[src/hdl/sspx_pkg.sv]
// Shared constants, encodings and helpers of the shift/subtract/pointer execution unit
package sspx_pkg;

  // ----------------------------------------------------------------
  // Opcodes
  // ----------------------------------------------------------------
  localparam logic [7:0] OP_SCF = 8'hdf;
  localparam logic [7:0] OP_SRA_R = 8'hd0;
  localparam logic [7:0] OP_SRA_IR = 8'hd1;
  localparam logic [7:0] OP_SRP = 8'h31;
  localparam logic [7:0] OP_STOP = 8'h7f;
  localparam logic [7:0] OP_SUB_RR = 8'h22;
  localparam logic [7:0] OP_SUB_RIR = 8'h23;
  localparam logic [7:0] OP_SUB_GR = 8'h24;
  localparam logic [7:0] OP_SUB_GIR = 8'h25;
  localparam logic [7:0] OP_SUB_IM = 8'h26;

  // ----------------------------------------------------------------
  // Flag bit positions
  // ----------------------------------------------------------------
  localparam int unsigned FLG_C = 7;
  localparam int unsigned FLG_Z = 6;
  localparam int unsigned FLG_S = 5;
  localparam int unsigned FLG_V = 4;
  localparam int unsigned FLG_D = 3;
  localparam int unsigned FLG_H = 2;

  // ----------------------------------------------------------------
  // Pointer-load source selection
  // ----------------------------------------------------------------
  localparam logic [1:0] SRP_SEL_FIRST = 2'h2;
  localparam logic [1:0] SRP_SEL_SECOND = 2'h1;
  localparam logic [1:0] SRP_SEL_BOTH = 2'h0;

  // ----------------------------------------------------------------
  // Register indices (byte address is four times the index)
  // ----------------------------------------------------------------
  localparam logic [7:0] IDX_STATUS = 8'hd4;
  localparam logic [7:0] IDX_FLAGS = 8'hd5;
  localparam logic [7:0] IDX_WPF = 8'hd6;
  localparam logic [7:0] IDX_WPS = 8'hd7;

  // ----------------------------------------------------------------
  // Reset values and timing
  // ----------------------------------------------------------------
  localparam logic [7:0] WPF_RST = 8'h00;
  localparam logic [7:0] WPS_RST = 8'h00;
  localparam logic [7:0] FLAGS_RST = 8'h00;
  localparam logic [2:0] CYC_SHORT = 3'h4;
  localparam logic [2:0] CYC_LONG = 3'h6;

  // ----------------------------------------------------------------
  // Types
  // ----------------------------------------------------------------
  typedef enum logic [1:0] {AOP_NONE = 2'b00, AOP_SCF = 2'b01, AOP_SRA = 2'b10,
                            AOP_SUB = 2'b11} sspx_aop_t;
  typedef enum logic {EX_IDLE = 1'b0, EX_BUSY = 1'b1} sspx_exec_t;
  typedef enum logic {PWR_RUN = 1'b0, PWR_STOP = 1'b1} sspx_pwr_t;

  // ----------------------------------------------------------------
  // Decode helpers
  // ----------------------------------------------------------------
  function automatic sspx_aop_t op_to_aop(input logic [7:0] op);
    if (op == OP_SCF) return AOP_SCF;
    if (op == OP_SRA_R || op == OP_SRA_IR) return AOP_SRA;
    if (op >= OP_SUB_RR && op <= OP_SUB_IM) return AOP_SUB;
    return AOP_NONE;
  endfunction : op_to_aop

  function automatic logic [2:0] op_cycles(input logic [7:0] op);
    if (op >= OP_SUB_RIR && op <= OP_SUB_IM) return CYC_LONG;
    return CYC_SHORT;
  endfunction : op_cycles

endpackage : sspx_pkg

[src/hdl/sspx_alu.sv]
// Result and flag computation for set-carry, arithmetic shift and subtract
module sspx_alu (
  // Operation and operands
  input wire sspx_pkg::sspx_aop_t aop,
  input wire logic [7:0] dst,
  input wire logic [7:0] src,
  input wire logic [7:0] flags_in,
  // Results
  output logic [7:0] result,
  output logic [7:0] flags_out
);
  import sspx_pkg::*;

  logic [8:0] sum;
  logic [4:0] low;

  always_comb begin
    sum = {1'b0, dst} + {1'b0, ~src} + 9'h001;
    low = {1'b0, dst[3:0]} + {1'b0, ~src[3:0]} + 5'h01;
    result = dst;
    flags_out = flags_in;
    unique case (aop)
      AOP_SCF: begin
        flags_out[FLG_C] = 1'b1;
      end
      AOP_SRA: begin
        result = {dst[7], dst[7:1]};
        flags_out[FLG_C] = dst[0];
        flags_out[FLG_Z] = (result == 8'h00);
        flags_out[FLG_S] = result[7];
        flags_out[FLG_V] = 1'b0;
      end
      AOP_SUB: begin
        // Two's complement add; carry out of bit 7 clear means borrow
        result = sum[7:0];
        flags_out[FLG_C] = ~sum[8];
        flags_out[FLG_Z] = (sum[7:0] == 8'h00);
        flags_out[FLG_S] = sum[7];
        flags_out[FLG_V] = (dst[7] != src[7]) && (sum[7] == src[7]);
        flags_out[FLG_D] = 1'b1;
        flags_out[FLG_H] = ~low[4];
      end
      AOP_NONE: begin
        result = dst;
      end
    endcase
  end

endmodule : sspx_alu

[src/hdl/sspx_stop_ctl.sv]
// Stop-mode state: clock halt outputs and wake on external interrupt
module sspx_stop_ctl (
  // Clock and reset
  input wire logic mclk,
  input wire logic reset_n,
  // Control
  input wire logic stop_req,
  input wire logic ext_irq,
  // Status
  output logic halt_q,
  output logic halt_next,
  output logic wake_q
);
  import sspx_pkg::*;

  sspx_pwr_t st_q;
  sspx_pwr_t st_d;
  logic wake_d;

  always_comb begin
    st_d = st_q;
    wake_d = 1'b0;
    unique case (st_q)
      PWR_RUN: begin
        if (stop_req) begin
          st_d = PWR_STOP;
        end
      end
      PWR_STOP: begin
        // Only an external interrupt leaves; reset is the other way out
        if (ext_irq) begin
          st_d = PWR_RUN;
          wake_d = 1'b1;
        end
      end
    endcase
    halt_next = (st_d == PWR_STOP);
  end

  always_ff @(posedge mclk or negedge reset_n) begin
    if (!reset_n) begin
      st_q <= PWR_RUN;
      halt_q <= 1'b0;
      wake_q <= 1'b0;
    end else begin
      st_q <= st_d;
      halt_q <= halt_next;
      wake_q <= wake_d;
    end
  end

endmodule : sspx_stop_ctl

[src/hdl/sspx_exec.sv]
// Execution unit top: instruction sequencing, pointers, flags, stop mode, APB registers
// ----------------------------------------------------------------
// What this block does
// - Set-carry forces carry to one, other flags kept, four cycles.
// - Arithmetic right shift moves bits down, bit 7 kept; opcodes D0, D1.
// - Shift: carry gets old bit 0, Z and S from result, V clears.
// - Pointer load 31: select 10 writes first, 01 second, bits 3-7.
// - Select 00 writes bits 4-7 to both; bit 3 zero first, one second.
// - First pointer at location D6, second pointer at location D7.
// - Stop instruction 7F halts CPU and system clocks, no flags changed.
// - Stop mode keeps register contents unchanged, except an APB write set up in the stop commit cycle.
// - Stop mode ends only by external reset or external interrupt.
// - Subtract stores dst minus src via two's complement; opcodes 22 to 26.
// - Subtract: carry on borrow, zero on zero result, sign on negative.
// - Subtract overflow: opposite operand signs and result sign equals source.
// - Subtract sets decimal flag; half-carry set on low-nibble borrow.
// ----------------------------------------------------------------
module sspx_exec #(
  parameter int unsigned PADDR_W = 12
) (
  // Clock and reset
  input wire logic mclk,
  input wire logic reset_n,
  // Instruction issue
  input wire logic instr_valid,
  output logic instr_ready,
  input wire logic [7:0] instr_opcode,
  input wire logic [7:0] instr_dst,
  input wire logic [7:0] instr_src,
  // Completion and write-back
  output logic instr_done,
  output logic instr_illegal,
  output logic dst_we,
  output logic [7:0] dst_wdata,
  // Architectural state
  output logic [7:0] flags,
  output logic [7:0] window_pointer_first,
  output logic [7:0] window_pointer_second,
  // Stop mode
  input wire logic ext_irq,
  output logic cpu_clk_halt,
  output logic sys_clk_halt,
  output logic stop_wake,
  // APB slave
  input wire logic psel,
  input wire logic penable,
  input wire logic pwrite,
  input wire logic [PADDR_W-1:0] paddr,
  input wire logic [31:0] pwdata,
  output logic pready,
  output logic [31:0] prdata,
  output logic pslverr
);
  import sspx_pkg::*;

  // ----------------------------------------------------------------
  // Elaboration checks
  // ----------------------------------------------------------------
  if (PADDR_W < 11) begin : g_chk
    $error("PADDR_W must be at least 11");
  end

  // ----------------------------------------------------------------
  // State
  // ----------------------------------------------------------------
  sspx_exec_t st_q, st_d;
  logic [2:0] cnt_q, cnt_d;
  logic [7:0] op_q, op_d, dstv_q, dstv_d, srcv_q, srcv_d;
  logic [7:0] flags_q, flags_d, wpf_q, wpf_d, wps_q, wps_d, wdata_q, wdata_d;
  logic ready_q, ready_d, done_q, done_d, ill_q, ill_d, we_q, we_d, stop_req;
  logic pready_q, pready_d, pslverr_q, pslverr_d;
  logic [31:0] prdata_q, prdata_d;
  logic commit, halt_q, halt_next, wake_q, apb_wr;
  logic [7:0] alu_res, alu_flags;
  sspx_aop_t aop;

  function automatic logic map_hit(input logic [PADDR_W-1:0] a, input logic [7:0] idx);
    return (a[1:0] == 2'h0) && !(|a[PADDR_W-1:10]) && (a[9:2] == idx);
  endfunction : map_hit

  assign aop = op_to_aop(op_q);
  assign commit = (st_q == EX_BUSY) && (cnt_q == 3'h1);

  sspx_alu u_alu (
    .aop(aop),
    .dst(dstv_q),
    .src(srcv_q),
    .flags_in(flags_q),
    .result(alu_res),
    .flags_out(alu_flags)
  );

  sspx_stop_ctl u_stop (
    .mclk(mclk),
    .reset_n(reset_n),
    .stop_req(stop_req),
    .ext_irq(ext_irq),
    .halt_q(halt_q),
    .halt_next(halt_next),
    .wake_q(wake_q)
  );

  // ----------------------------------------------------------------
  // APB slave: data prepared in setup, answered in first access cycle
  // ----------------------------------------------------------------
  assign apb_wr = psel && penable && pready_q && pwrite && !pslverr_q;

  always_comb begin
    pready_d = psel && !penable;
    pslverr_d = 1'b0;
    prdata_d = 32'h0000_0000;
    if (psel && !penable) begin
      if (map_hit(paddr, IDX_WPF)) begin
        prdata_d = {24'h00_0000, wpf_q};
      end else if (map_hit(paddr, IDX_WPS)) begin
        prdata_d = {24'h00_0000, wps_q};
      end else if (map_hit(paddr, IDX_FLAGS)) begin
        prdata_d = {24'h00_0000, flags_q};
      end else if (map_hit(paddr, IDX_STATUS)) begin
        prdata_d = {30'h0000_0000, st_q == EX_BUSY, halt_q};
        pslverr_d = pwrite;
      end else begin
        pslverr_d = 1'b1;
      end
      // Writes set up while halt_q is high are refused; one set up in the stop commit cycle still lands
      if (pwrite && halt_q) begin
        pslverr_d = 1'b1;
      end
    end
  end

  always_ff @(posedge mclk or negedge reset_n) begin
    if (!reset_n) begin
      pready_q <= 1'b0;
      pslverr_q <= 1'b0;
      prdata_q <= 32'h0000_0000;
    end else begin
      pready_q <= pready_d;
      pslverr_q <= pslverr_d;
      prdata_q <= prdata_d;
    end
  end

  // ----------------------------------------------------------------
  // Instruction sequencing and commit
  // ----------------------------------------------------------------
  always_comb begin
    st_d = st_q;
    cnt_d = cnt_q;
    op_d = op_q;
    dstv_d = dstv_q;
    srcv_d = srcv_q;
    flags_d = flags_q;
    wpf_d = wpf_q;
    wps_d = wps_q;
    wdata_d = wdata_q;
    we_d = 1'b0;
    done_d = 1'b0;
    ill_d = 1'b0;
    stop_req = 1'b0;
    if (apb_wr && map_hit(paddr, IDX_WPF)) wpf_d = pwdata[7:0];
    if (apb_wr && map_hit(paddr, IDX_WPS)) wps_d = pwdata[7:0];
    if (apb_wr && map_hit(paddr, IDX_FLAGS)) flags_d = pwdata[7:0];
    unique case (st_q)
      EX_IDLE: begin
        if (instr_valid && ready_q) begin
          st_d = EX_BUSY;
          cnt_d = op_cycles(instr_opcode) - 3'h1;
          op_d = instr_opcode;
          dstv_d = instr_dst;
          srcv_d = instr_src;
        end
      end
      EX_BUSY: begin
        cnt_d = cnt_q - 3'h1;
        if (commit) begin
          st_d = EX_IDLE;
          done_d = 1'b1;
          unique case (aop)
            AOP_SCF: begin
              flags_d = alu_flags;
            end
            AOP_SRA, AOP_SUB: begin
              // Result and flags land in the same cycle
              we_d = 1'b1;
              wdata_d = alu_res;
              flags_d = alu_flags;
            end
            AOP_NONE: begin
              if (op_q == OP_SRP) begin
                unique case (srcv_q[1:0])
                  SRP_SEL_FIRST: wpf_d[7:3] = srcv_q[7:3];
                  SRP_SEL_SECOND: wps_d[7:3] = srcv_q[7:3];
                  SRP_SEL_BOTH: begin
                    wpf_d[7:3] = {srcv_q[7:4], 1'b0};
                    wps_d[7:3] = {srcv_q[7:4], 1'b1};
                  end
                  default: ill_d = 1'b1;
                endcase
              end else if (op_q == OP_STOP) begin
                stop_req = 1'b1;
              end else begin
                ill_d = 1'b1;
              end
            end
          endcase
        end
      end
    endcase
    // No issue while stopped
    ready_d = (st_d == EX_IDLE) && !halt_next;
  end

  always_ff @(posedge mclk or negedge reset_n) begin
    if (!reset_n) begin
      st_q <= EX_IDLE;
      cnt_q <= 3'h0;
      op_q <= 8'h00;
      dstv_q <= 8'h00;
      srcv_q <= 8'h00;
      flags_q <= FLAGS_RST;
      wpf_q <= WPF_RST;
      wps_q <= WPS_RST;
      wdata_q <= 8'h00;
      we_q <= 1'b0;
      done_q <= 1'b0;
      ill_q <= 1'b0;
      ready_q <= 1'b0;
    end else begin
      st_q <= st_d;
      cnt_q <= cnt_d;
      op_q <= op_d;
      dstv_q <= dstv_d;
      srcv_q <= srcv_d;
      flags_q <= flags_d;
      wpf_q <= wpf_d;
      wps_q <= wps_d;
      wdata_q <= wdata_d;
      we_q <= we_d;
      done_q <= done_d;
      ill_q <= ill_d;
      ready_q <= ready_d;
    end
  end

  // ----------------------------------------------------------------
  // Outputs
  // ----------------------------------------------------------------
  assign instr_ready = ready_q;
  assign instr_done = done_q;
  assign instr_illegal = ill_q;
  assign dst_we = we_q;
  assign dst_wdata = wdata_q;
  assign flags = flags_q;
  assign window_pointer_first = wpf_q;
  assign window_pointer_second = wps_q;
  assign cpu_clk_halt = halt_q;
  assign sys_clk_halt = halt_q;
  assign stop_wake = wake_q;
  assign pready = pready_q;
  assign prdata = prdata_q;
  assign pslverr = pslverr_q;

  // ----------------------------------------------------------------
  // Assertions
  // ----------------------------------------------------------------
  a_scf_carry: assert property (@(posedge mclk) disable iff (!reset_n)
    commit && op_q == OP_SCF |=> flags_q[FLG_C] && flags_q[6:0] == $past(flags_q[6:0]))
    else $error("set-carry flag result wrong");
  a_sra_value: assert property (@(posedge mclk) disable iff (!reset_n)
    commit && aop == AOP_SRA |=> dst_we && dst_wdata == {$past(dstv_q[7]), $past(dstv_q[7:1])})
    else $error("shift result wrong");
  a_sra_flags: assert property (@(posedge mclk) disable iff (!reset_n)
    commit && aop == AOP_SRA |=> flags_q[FLG_C] == $past(dstv_q[0]) && !flags_q[FLG_V]
      && flags_q[FLG_D] == $past(flags_q[FLG_D]) && flags_q[FLG_H] == $past(flags_q[FLG_H]))
    else $error("shift flags wrong");
  a_srp_first: assert property (@(posedge mclk) disable iff (!reset_n)
    commit && op_q == OP_SRP && srcv_q[1:0] == SRP_SEL_FIRST
      |=> wpf_q[7:3] == $past(srcv_q[7:3]) && $stable(wps_q))
    else $error("first pointer load wrong");
  a_srp_both: assert property (@(posedge mclk) disable iff (!reset_n)
    commit && op_q == OP_SRP && srcv_q[1:0] == SRP_SEL_BOTH |=>
      wpf_q[7:3] == {$past(srcv_q[7:4]), 1'b0} && wps_q[7:3] == {$past(srcv_q[7:4]), 1'b1})
    else $error("both pointer load wrong");
  a_ptr_read: assert property (@(posedge mclk) disable iff (!reset_n)
    psel && !penable && !pwrite && map_hit(paddr, IDX_WPS) |=> prdata[7:0] == $past(wps_q))
    else $error("second pointer readback wrong");
  a_stop_entry: assert property (@(posedge mclk) disable iff (!reset_n)
    commit && op_q == OP_STOP |=> cpu_clk_halt && sys_clk_halt && $stable(flags_q))
    else $error("stop not entered");
  a_stop_retain: assert property (@(posedge mclk) disable iff (!reset_n)
    halt_q && !ext_irq |=> $stable(wpf_q) && $stable(wps_q) && $stable(flags_q) && !instr_ready)
    else $error("state changed in stop mode");
  a_stop_exit: assert property (@(posedge mclk) disable iff (!reset_n)
    halt_q && !ext_irq |=> halt_q)
    else $error("stop left without interrupt");
  a_sub_flags: assert property (@(posedge mclk) disable iff (!reset_n)
    commit && aop == AOP_SUB |=> dst_wdata == ($past(dstv_q) - $past(srcv_q))
      && flags_q[FLG_C] == ($past(srcv_q) > $past(dstv_q))
      && flags_q[FLG_Z] == (dst_wdata == 8'h00) && flags_q[FLG_S] == dst_wdata[7])
    else $error("subtract result or flags wrong");
  a_sub_ovf: assert property (@(posedge mclk) disable iff (!reset_n)
    commit && aop == AOP_SUB |=> flags_q[FLG_V] ==
      ($past(dstv_q[7]) != $past(srcv_q[7]) && dst_wdata[7] == $past(srcv_q[7])))
    else $error("subtract overflow wrong");
  a_sub_half: assert property (@(posedge mclk) disable iff (!reset_n)
    commit && aop == AOP_SUB |=> flags_q[FLG_D]
      && flags_q[FLG_H] == ($past(srcv_q[3:0]) > $past(dstv_q[3:0])))
    else $error("subtract decimal or half flag wrong");
  a_long_cycles: assert property (@(posedge mclk) disable iff (!reset_n)
    instr_valid && instr_ready && op_cycles(instr_opcode) == CYC_LONG
      |=> !instr_done [*5] ##1 instr_done)
    else $error("six-cycle timing wrong");
  a_short_cycles: assert property (@(posedge mclk) disable iff (!reset_n)
    instr_valid && instr_ready && op_cycles(instr_opcode) == CYC_SHORT
      |=> !instr_done [*3] ##1 instr_done)
    else $error("four-cycle timing wrong");

endmodule : sspx_exec

[config.mk]
export PLATFORM = sky130hd
export DESIGN_NAME = sspx_exec
export DESIGN_NICKNAME = d
export VERILOG_FILES = /design/src/hdl/sspx_pkg.sv /design/src/hdl/sspx_alu.sv /design/src/hdl/sspx_stop_ctl.sv /design/src/hdl/sspx_exec.sv
export SDC_FILE = /design/constraint.sdc
export NUM_CORES = 1
export LEC_CHECK = 0
export BUFFER_PORTS_ARGS = -buffer_cell sky130_fd_sc_hd__buf_2
export CORE_AREA = 4 4 136 86
export CTS_BUF_LIST = sky130_fd_sc_hd__clkbuf_4
export DETAILED_ROUTE_END_ITERATION = 16
export DIE_AREA = 0 0 140 90
export PLACE_DENSITY = 0.74
export SYNTH_ARGS = -nofsm -noshare
export SYNTH_HDL_FRONTEND = slang
export SYNTH_SLANG_ARGS = --single-unit
[constraint.sdc]
create_clock -name mclk -period 5.1 [get_ports mclk]
set_clock_uncertainty 0.15 [all_clocks]
set_input_delay 0.765 -clock mclk [delete_from_list [all_inputs] [get_ports mclk]]
set_output_delay 0.765 -clock mclk [all_outputs]
set_load 0.02 [all_outputs]
### Word-level counts from Yosys, hierarchy flattened

Cells that the tools add are included.

| storage, ports and cells | value |
|---|---|
| register bits after elaboration | 100 |
| RAM bits | 0 |
| bits in read-only memories | 0 |
| input port bits | 75 |
| output and inout bits | 73 |
| bits in latches | 0 |
| memories kept | 0 |

| cells by class | value |
|---|---|
| reduce and logical (&&, ||, !) cells | 36 |
| eq/ne operators | 22 |
| add/subtract/negate cells | 6 |
| multiplexer cells | 76 |
| shifts and indexed selects | 0 |
| $mul | 0 |
| divide/modulo/power cells | 0 |
| bitwise logic cells | 7 |
| magnitude comparators | 4 |

Operators by type and width:

| cell | number |
|---|---|
| $mux W8 | 10 |
| $eq A8 B8 Y1 const B | 7 |
| $mux W5 | 8 |
| $mux W1 | 37 |
| $logic_and A1 B1 Y1 | 20 |
| $pmux W5 S2 | 2 |
| $ge A8 B6 Y1 const B | 2 |
| $le A8 B6 Y1 const B | 2 |
| $logic_not A8 Y1 | 2 |
| $mux W2 | 8 |
| $pmux W8 S2 | 1 |
| $mux W3 | 5 |
| $pmux W3 S2 | 2 |
| $add A8 B8 Y9 | 1 |
| $add A9 B1 Y9 const B | 1 |
| $eq A8 B6 Y1 const B | 1 |
| $eq A8 B7 Y1 const B | 1 |
| $not A8 Y8 | 1 |
| $eq A2 B2 Y1 const B | 3 |
| $logic_not A2 Y1 | 3 |
| $ne A6 B3 Y1 const B | 1 |
| $reduce_or A3 Y1 | 2 |
| $sub A3 B1 Y3 const B | 2 |
| $add A4 B4 Y5 | 1 |
| 18 further kinds | 28 |

### Logic depth before layout (Yosys ltp)

| logic depth | value |
|---|---|
| word-level depth | 17 |
| mapped depth | 9 |

### By module

From an unflattened synthesis, not the netlist that was laid out.

| unflattened totals | value |
|---|---|
| cell total of the unflattened synthesis | 408 |
| area, all modules | 4,281.6 um^2 |

Modules (own cells, without submodules):

| module | area each (um^2) | instances | cells each |
|---|---|---|---|
| sspx_exec | 3,484.6 | 1 | 293 |
| sspx_alu | 725.7 | 1 | 110 |
| sspx_stop_ctl | 71.3 | 1 | 5 |

### Worst setup path before layout

No wires, ideal clock.

| path | value |
|---|---|
| path type | input -> register |
| from | input port paddr[1] |
| to | register wpf_q[0], in the netlist window_pointer_first[0] |
| slack | 2.716 ns |
| library setup time | 0.125 ns |
| arrival | 2.109 ns |
| stages | 4 |
| cells stage by stage | nor4bb_1 -> nand4_1 -> nor3_2 -> mux2_2 |

| between the ends | value |
|---|---|
| cells in the longest elaborated chain, start to end | 4 |

Ends and longest elaborated chain:

| item | line | text |
|---|---|---|
| start: declaration | sspx_exec.sv:48 | `input wire logic [PADDR_W-1:0] paddr,` |
| $logic_not A2 Y1 | sspx_exec.sv:78 | `return (a[1:0] == 2'h0) && !(\|a[PADDR_W-1:10]) && (a[9:2] == idx);` |
| $logic_and A1 B1 Y1 (2 in series) | sspx_exec.sv:78 |  |
| $logic_and A1 B1 Y1 | sspx_exec.sv:161 | `if (apb_wr && map_hit(paddr, IDX_WPF)) wpf_d = pwdata[7:0];` |
| end signal: assignment | sspx_exec.sv:236 | `wpf_q <= wpf_d;` |
| end: declaration | sspx_exec.sv:69 | `logic [7:0] flags_q, flags_d, wpf_q, wpf_d, wps_q, wps_d, wdata_q, wdata_d;` |

No other way between the ends.
A chain may end at the register's enable or synchronous reset.

### Final worst setup path

| path | value |
|---|---|
| from | register cnt_q[0] |
| to | register flags_q[0], in the netlist flags[0] |

| between the ends | value |
|---|---|
| cells in the longest elaborated chain, start to end | 4 |
| elaborated cells on any way between the ends | 5 |

Ends and longest elaborated chain:

| item | line | text |
|---|---|---|
| start: declaration | sspx_exec.sv:67 | `logic [2:0] cnt_q, cnt_d;` |
| start signal: assignment | sspx_exec.sv:231 | `cnt_q <= cnt_d;` |
| $eq A3 B1 Y1 * | sspx_exec.sv:82 | `assign commit = (st_q == EX_BUSY) && (cnt_q == 3'h1);` |
| $logic_and A1 B1 Y1 * | sspx_exec.sv:82 |  |
| $mux W8 | sspx_exec.sv:176 | `if (commit) begin` |
| $mux W8 | sspx_exec.sv:164 | `unique case (st_q)` |
| end signal: assignment | sspx_exec.sv:235 | `flags_q <= flags_d;` |
| end: declaration | sspx_exec.sv:69 |  |

Mark *: on every way between the ends. The rest lies on a longest branch, timed or not.

==> flow_summary.json <==
{
  "yosys.area_share.xor_xnor_pct": 1.07,
  "drv_slew": 0,
  "muxShareOfSynthArea_pct": 15.2,
  "synth_ff_type": "dfrtp_1",
  "slew_headroom_pct": 36.2,
  "final_area_um2": 4780,
  "netlist_top_cells_area": "dfrtp_1 (46%), mux2_2 (10%), buf_4 (4.8%), mux2i_1 (3.4%), ha_1 (3.0%)",
  "grt_overflow": 0,
  "clk_latency_ns": 0.45,
  "vias": 3201,
  "power_w": 0.00241,
  "critPathLaunch": "cnt_q[0]",
  "min_period_ns": 2.99,
  "hpwlAfterDp_um": 8390,
  "dp_slack_ns": 2.21,
  "multi_input_area_um2": 1990,
  "ys_types": 64,
  "firstDrtPassIters": 5,
  "post_cts_resized": 0,
  "synth_common_cells": "dfrtp_1 (76), mux2_2 (37), nor2_1 (27)",
  "synth.most_common_cell": "dfrtp_1",
  "synth_top_area_cell": "dfrtp_1",
  "clkSinkCount": 76,
  "cts_tree": "built",
  "route.detailed.drc": 0,
  "powerDensity_nw_per_um2": 504,
  "cp-start-kind": "flop",
  "worstPathCellList": "ha_1 > nand3b_1 > clkinv_1 > o21ai_2 > and2_1 > mux2_1",
  "diodes": 0,
  "cts_made_buffers": 9,
  "yosys.area_share.simple_pct": 14.4,
  "cts_setup_buffers": 0,
  "end_kind": "flop",
  "crit_arrival_ns": 3.17,
  "antenna_found_initial": 0,
  "syn_inst": 371,
  "io_pins": 148,
  "dieArea_um2": 12600,
  "seqCellArea_um2": 1900,
  "wl_per_cell_um": 17.8,
  "setup-tns-final_ns": 0,
  "cts_root_buf": "clkbuf_4",
  "p_leak_nw": 2.30,
  "critPathMaxFanout": 11,
  "grt_max_degree": 77,
  "placed_cell_area_um2": 4630,
  "postCtsHoldBufs": 0,
  "start_util_pct": 39.6,
  "path_clk_slew_ns": 0.11,
  "grt_pass1_vias": 3411,
  "status": "completed",
  "cts-htree-levels": 3,
  "fin_ws_ns": 2.11,
  "finalHoldViolCount": 0,
  "synth_compound_area_share_pct": 12.0,
  "synth_edf_count": 0,
  "hold_path_class": "in2async",
  "clk_path_buf_depth": 2,
  "synth_warnings": 0,
  "ant_nets": 0,
  "ys_seq_elements": 76,
  "grt_usage_pct": 18.0,
  "totalWireLength_um": 11000,
  "fmax_ghz": 0.334,
  "worstPathRequired_ns": 5.28,
  "fillers": 1020,
  "drt_iter0_markers": 156,
  "rsz0062_at_grt": "false",
  "io_buffer_count": 99,
  "syn_area_um2": 4110,
  "period_share_pct": 58.7,
  "viasPerCell": 5.20,
  "coreArea_um2": 10400,
  "crit_path_max_incr_delay_ns": 0.57,
  "gp_congestion": 0.845,
  "synth_top_family_by_area": "multiplexers",
  "max_cap_violations": 0,
  "grt_pass1_wl_um": 18000,
  "fp.dieH_um": 90,
  "core.rowCount": 29,
  "final-setup-viol-count": 0,
  "path_class": "reg2reg",
  "yosys.area_share.adder_pct": 3.53,
  "area_growth_pct": 16.5,
  "synth_top_area_share_pct": 46.3,
  "synth_area_per_cell_um2": 11.1,
  "reg2reg_from": "cnt_q[0]",
  "critPathSlowestCell": "clkinv_1",
  "worst_slew_pin_slew_ns": 0.957,
  "final_layout_size_suffix_gt1_share_pct": 35.5,
  "synthArstFlopShare_pct": 100,
  "yosysSeqAreaShare_pct": 46.3,
  "die_x_um": 140,
  "hold_ws_ns": 0.301,
  "ir_worst_vdd_v": 0.000283,
  "nets": 557
}
path summary, 6_finish.rpt:
kind | depth (start not counted) | slack [ns] | to
min in group mclk | 2 | 0.34 | dst_wdata[4]
worst min register to register | 2 | 0.34 | dst_wdata[4]
worst min-delay path | 1 | 0.30 | op_q[4]
max in group asynchronous | 1 | 3.87 | srcv_q[3]
worst max register to register | 6 | 2.11 | flags[0]
worst max-delay path | 6 | 2.11 | flags[0]
cell families after synthesis:
group / after synthesis
AND/OR/NAND/NOR: 102
flip-flops: 76
AO/OA/AOI/OAI: 71
multiplexers: 55
buffers and inverters: 50
adder cells (fa/ha/maj): 11
XOR/XNOR: 5
other: 1
worst max-delay path, delay by kind of cell, from the launching register on:
kind	cells	cell delay, ns
muxes	1	0.37
AOI/OAI and AO/OA	1	0.28
adders and majority gates	1	0.22
buffers and inverters	1	0.57
and+or+nand+nor	2	0.86
DFF	1	0.44
sequential cells by signal, summed over array words and instances, names as in the netlist:
| register | count |
|---|---|
| cnt_q | 3 |
| window_pointer_first | 8 |
| dst_wdata | 8 |
| srcv_q | 8 |
| dst_we | 1 |
| instr_illegal | 1 |
| st_q | 1 |
| dstv_q | 8 |
| instr_ready | 1 |
| window_pointer_second | 8 |
| u_stop.wake_q | 1 |
| instr_done | 1 |
| prdata | 8 |
| pready | 1 |
| flags | 8 |
| u_stop.halt_q | 1 |
| pslverr | 1 |
| op_q | 8 |
cell usage in the layout (no fill, tap or decap), drive strengths merged, types with 3 or more instances in the layout:
master,instances
buf,100
dfrtp,76
mux2,39
nor2,28
conb,24
nand2,19
a21oi,19
inv,15
o21ai,15
mux2i,14
a22oi,11
ha,10
clkbuf,10
nor3,9
nand3,6
and3,5
o21a,5
clkinv,5
nor2b,4
nand4,4
a211oi,4
xnor2,4
nor3b,4
and2,3
o31ai,3
nor4,3
nand3b,3
report_power, final:
part / leakage, nW / switching, W / total (W) / internal (W)
combinational: 1.29 / 0.000594 / 0.00104 / 0.000451
sequential: 0.919 / 0.000187 / 0.000952 / 0.000765
clock: 0.0876 / 0.000214 / 0.000414 / 0.000200
total: 2.30 / 0.000995 / 0.00241 / 0.00142
layout make-up:
type / count / area share (%)
multi-input cells: 268 / 41.6
flip-flops and latches: 76 / 39.7
repair buffers: 100 / 10.6
well taps: 139 / 3.63
clock inverters: 6 / 1.65
clock buffers: 10 / 1.57
inverters: 16 / 1.26
layer usage:
| layer | vias to the layer above | track usage, % | part of all wire, % |
|---|---|---|---|
| met2 | 102 | 26.8 | 45 |
| met1 | 1591 | 25.4 | 47 |
| met5 | - | 0 | 0 |
| li1 | 1504 | - | - |
| met4 | 0 | 4.03 | 0.49 |
| met3 | 4 | 5.89 | 8.1 |
through the flow:
| step | std cells | utilization, % |
|---|---|---|
| 2_1_floorplan | 394 | - |
| 3_3_place_gp | 599 | 44.6 |
| 3_5_place_dp | 599 | 44.6 |
| 4_1_cts | 615 | 46.1 |
| 5_1_grt | 615 | 46.1 |
| 6_report | 615 | 46.1 |
No activity file was read; power rests on OpenSTA's default activity.
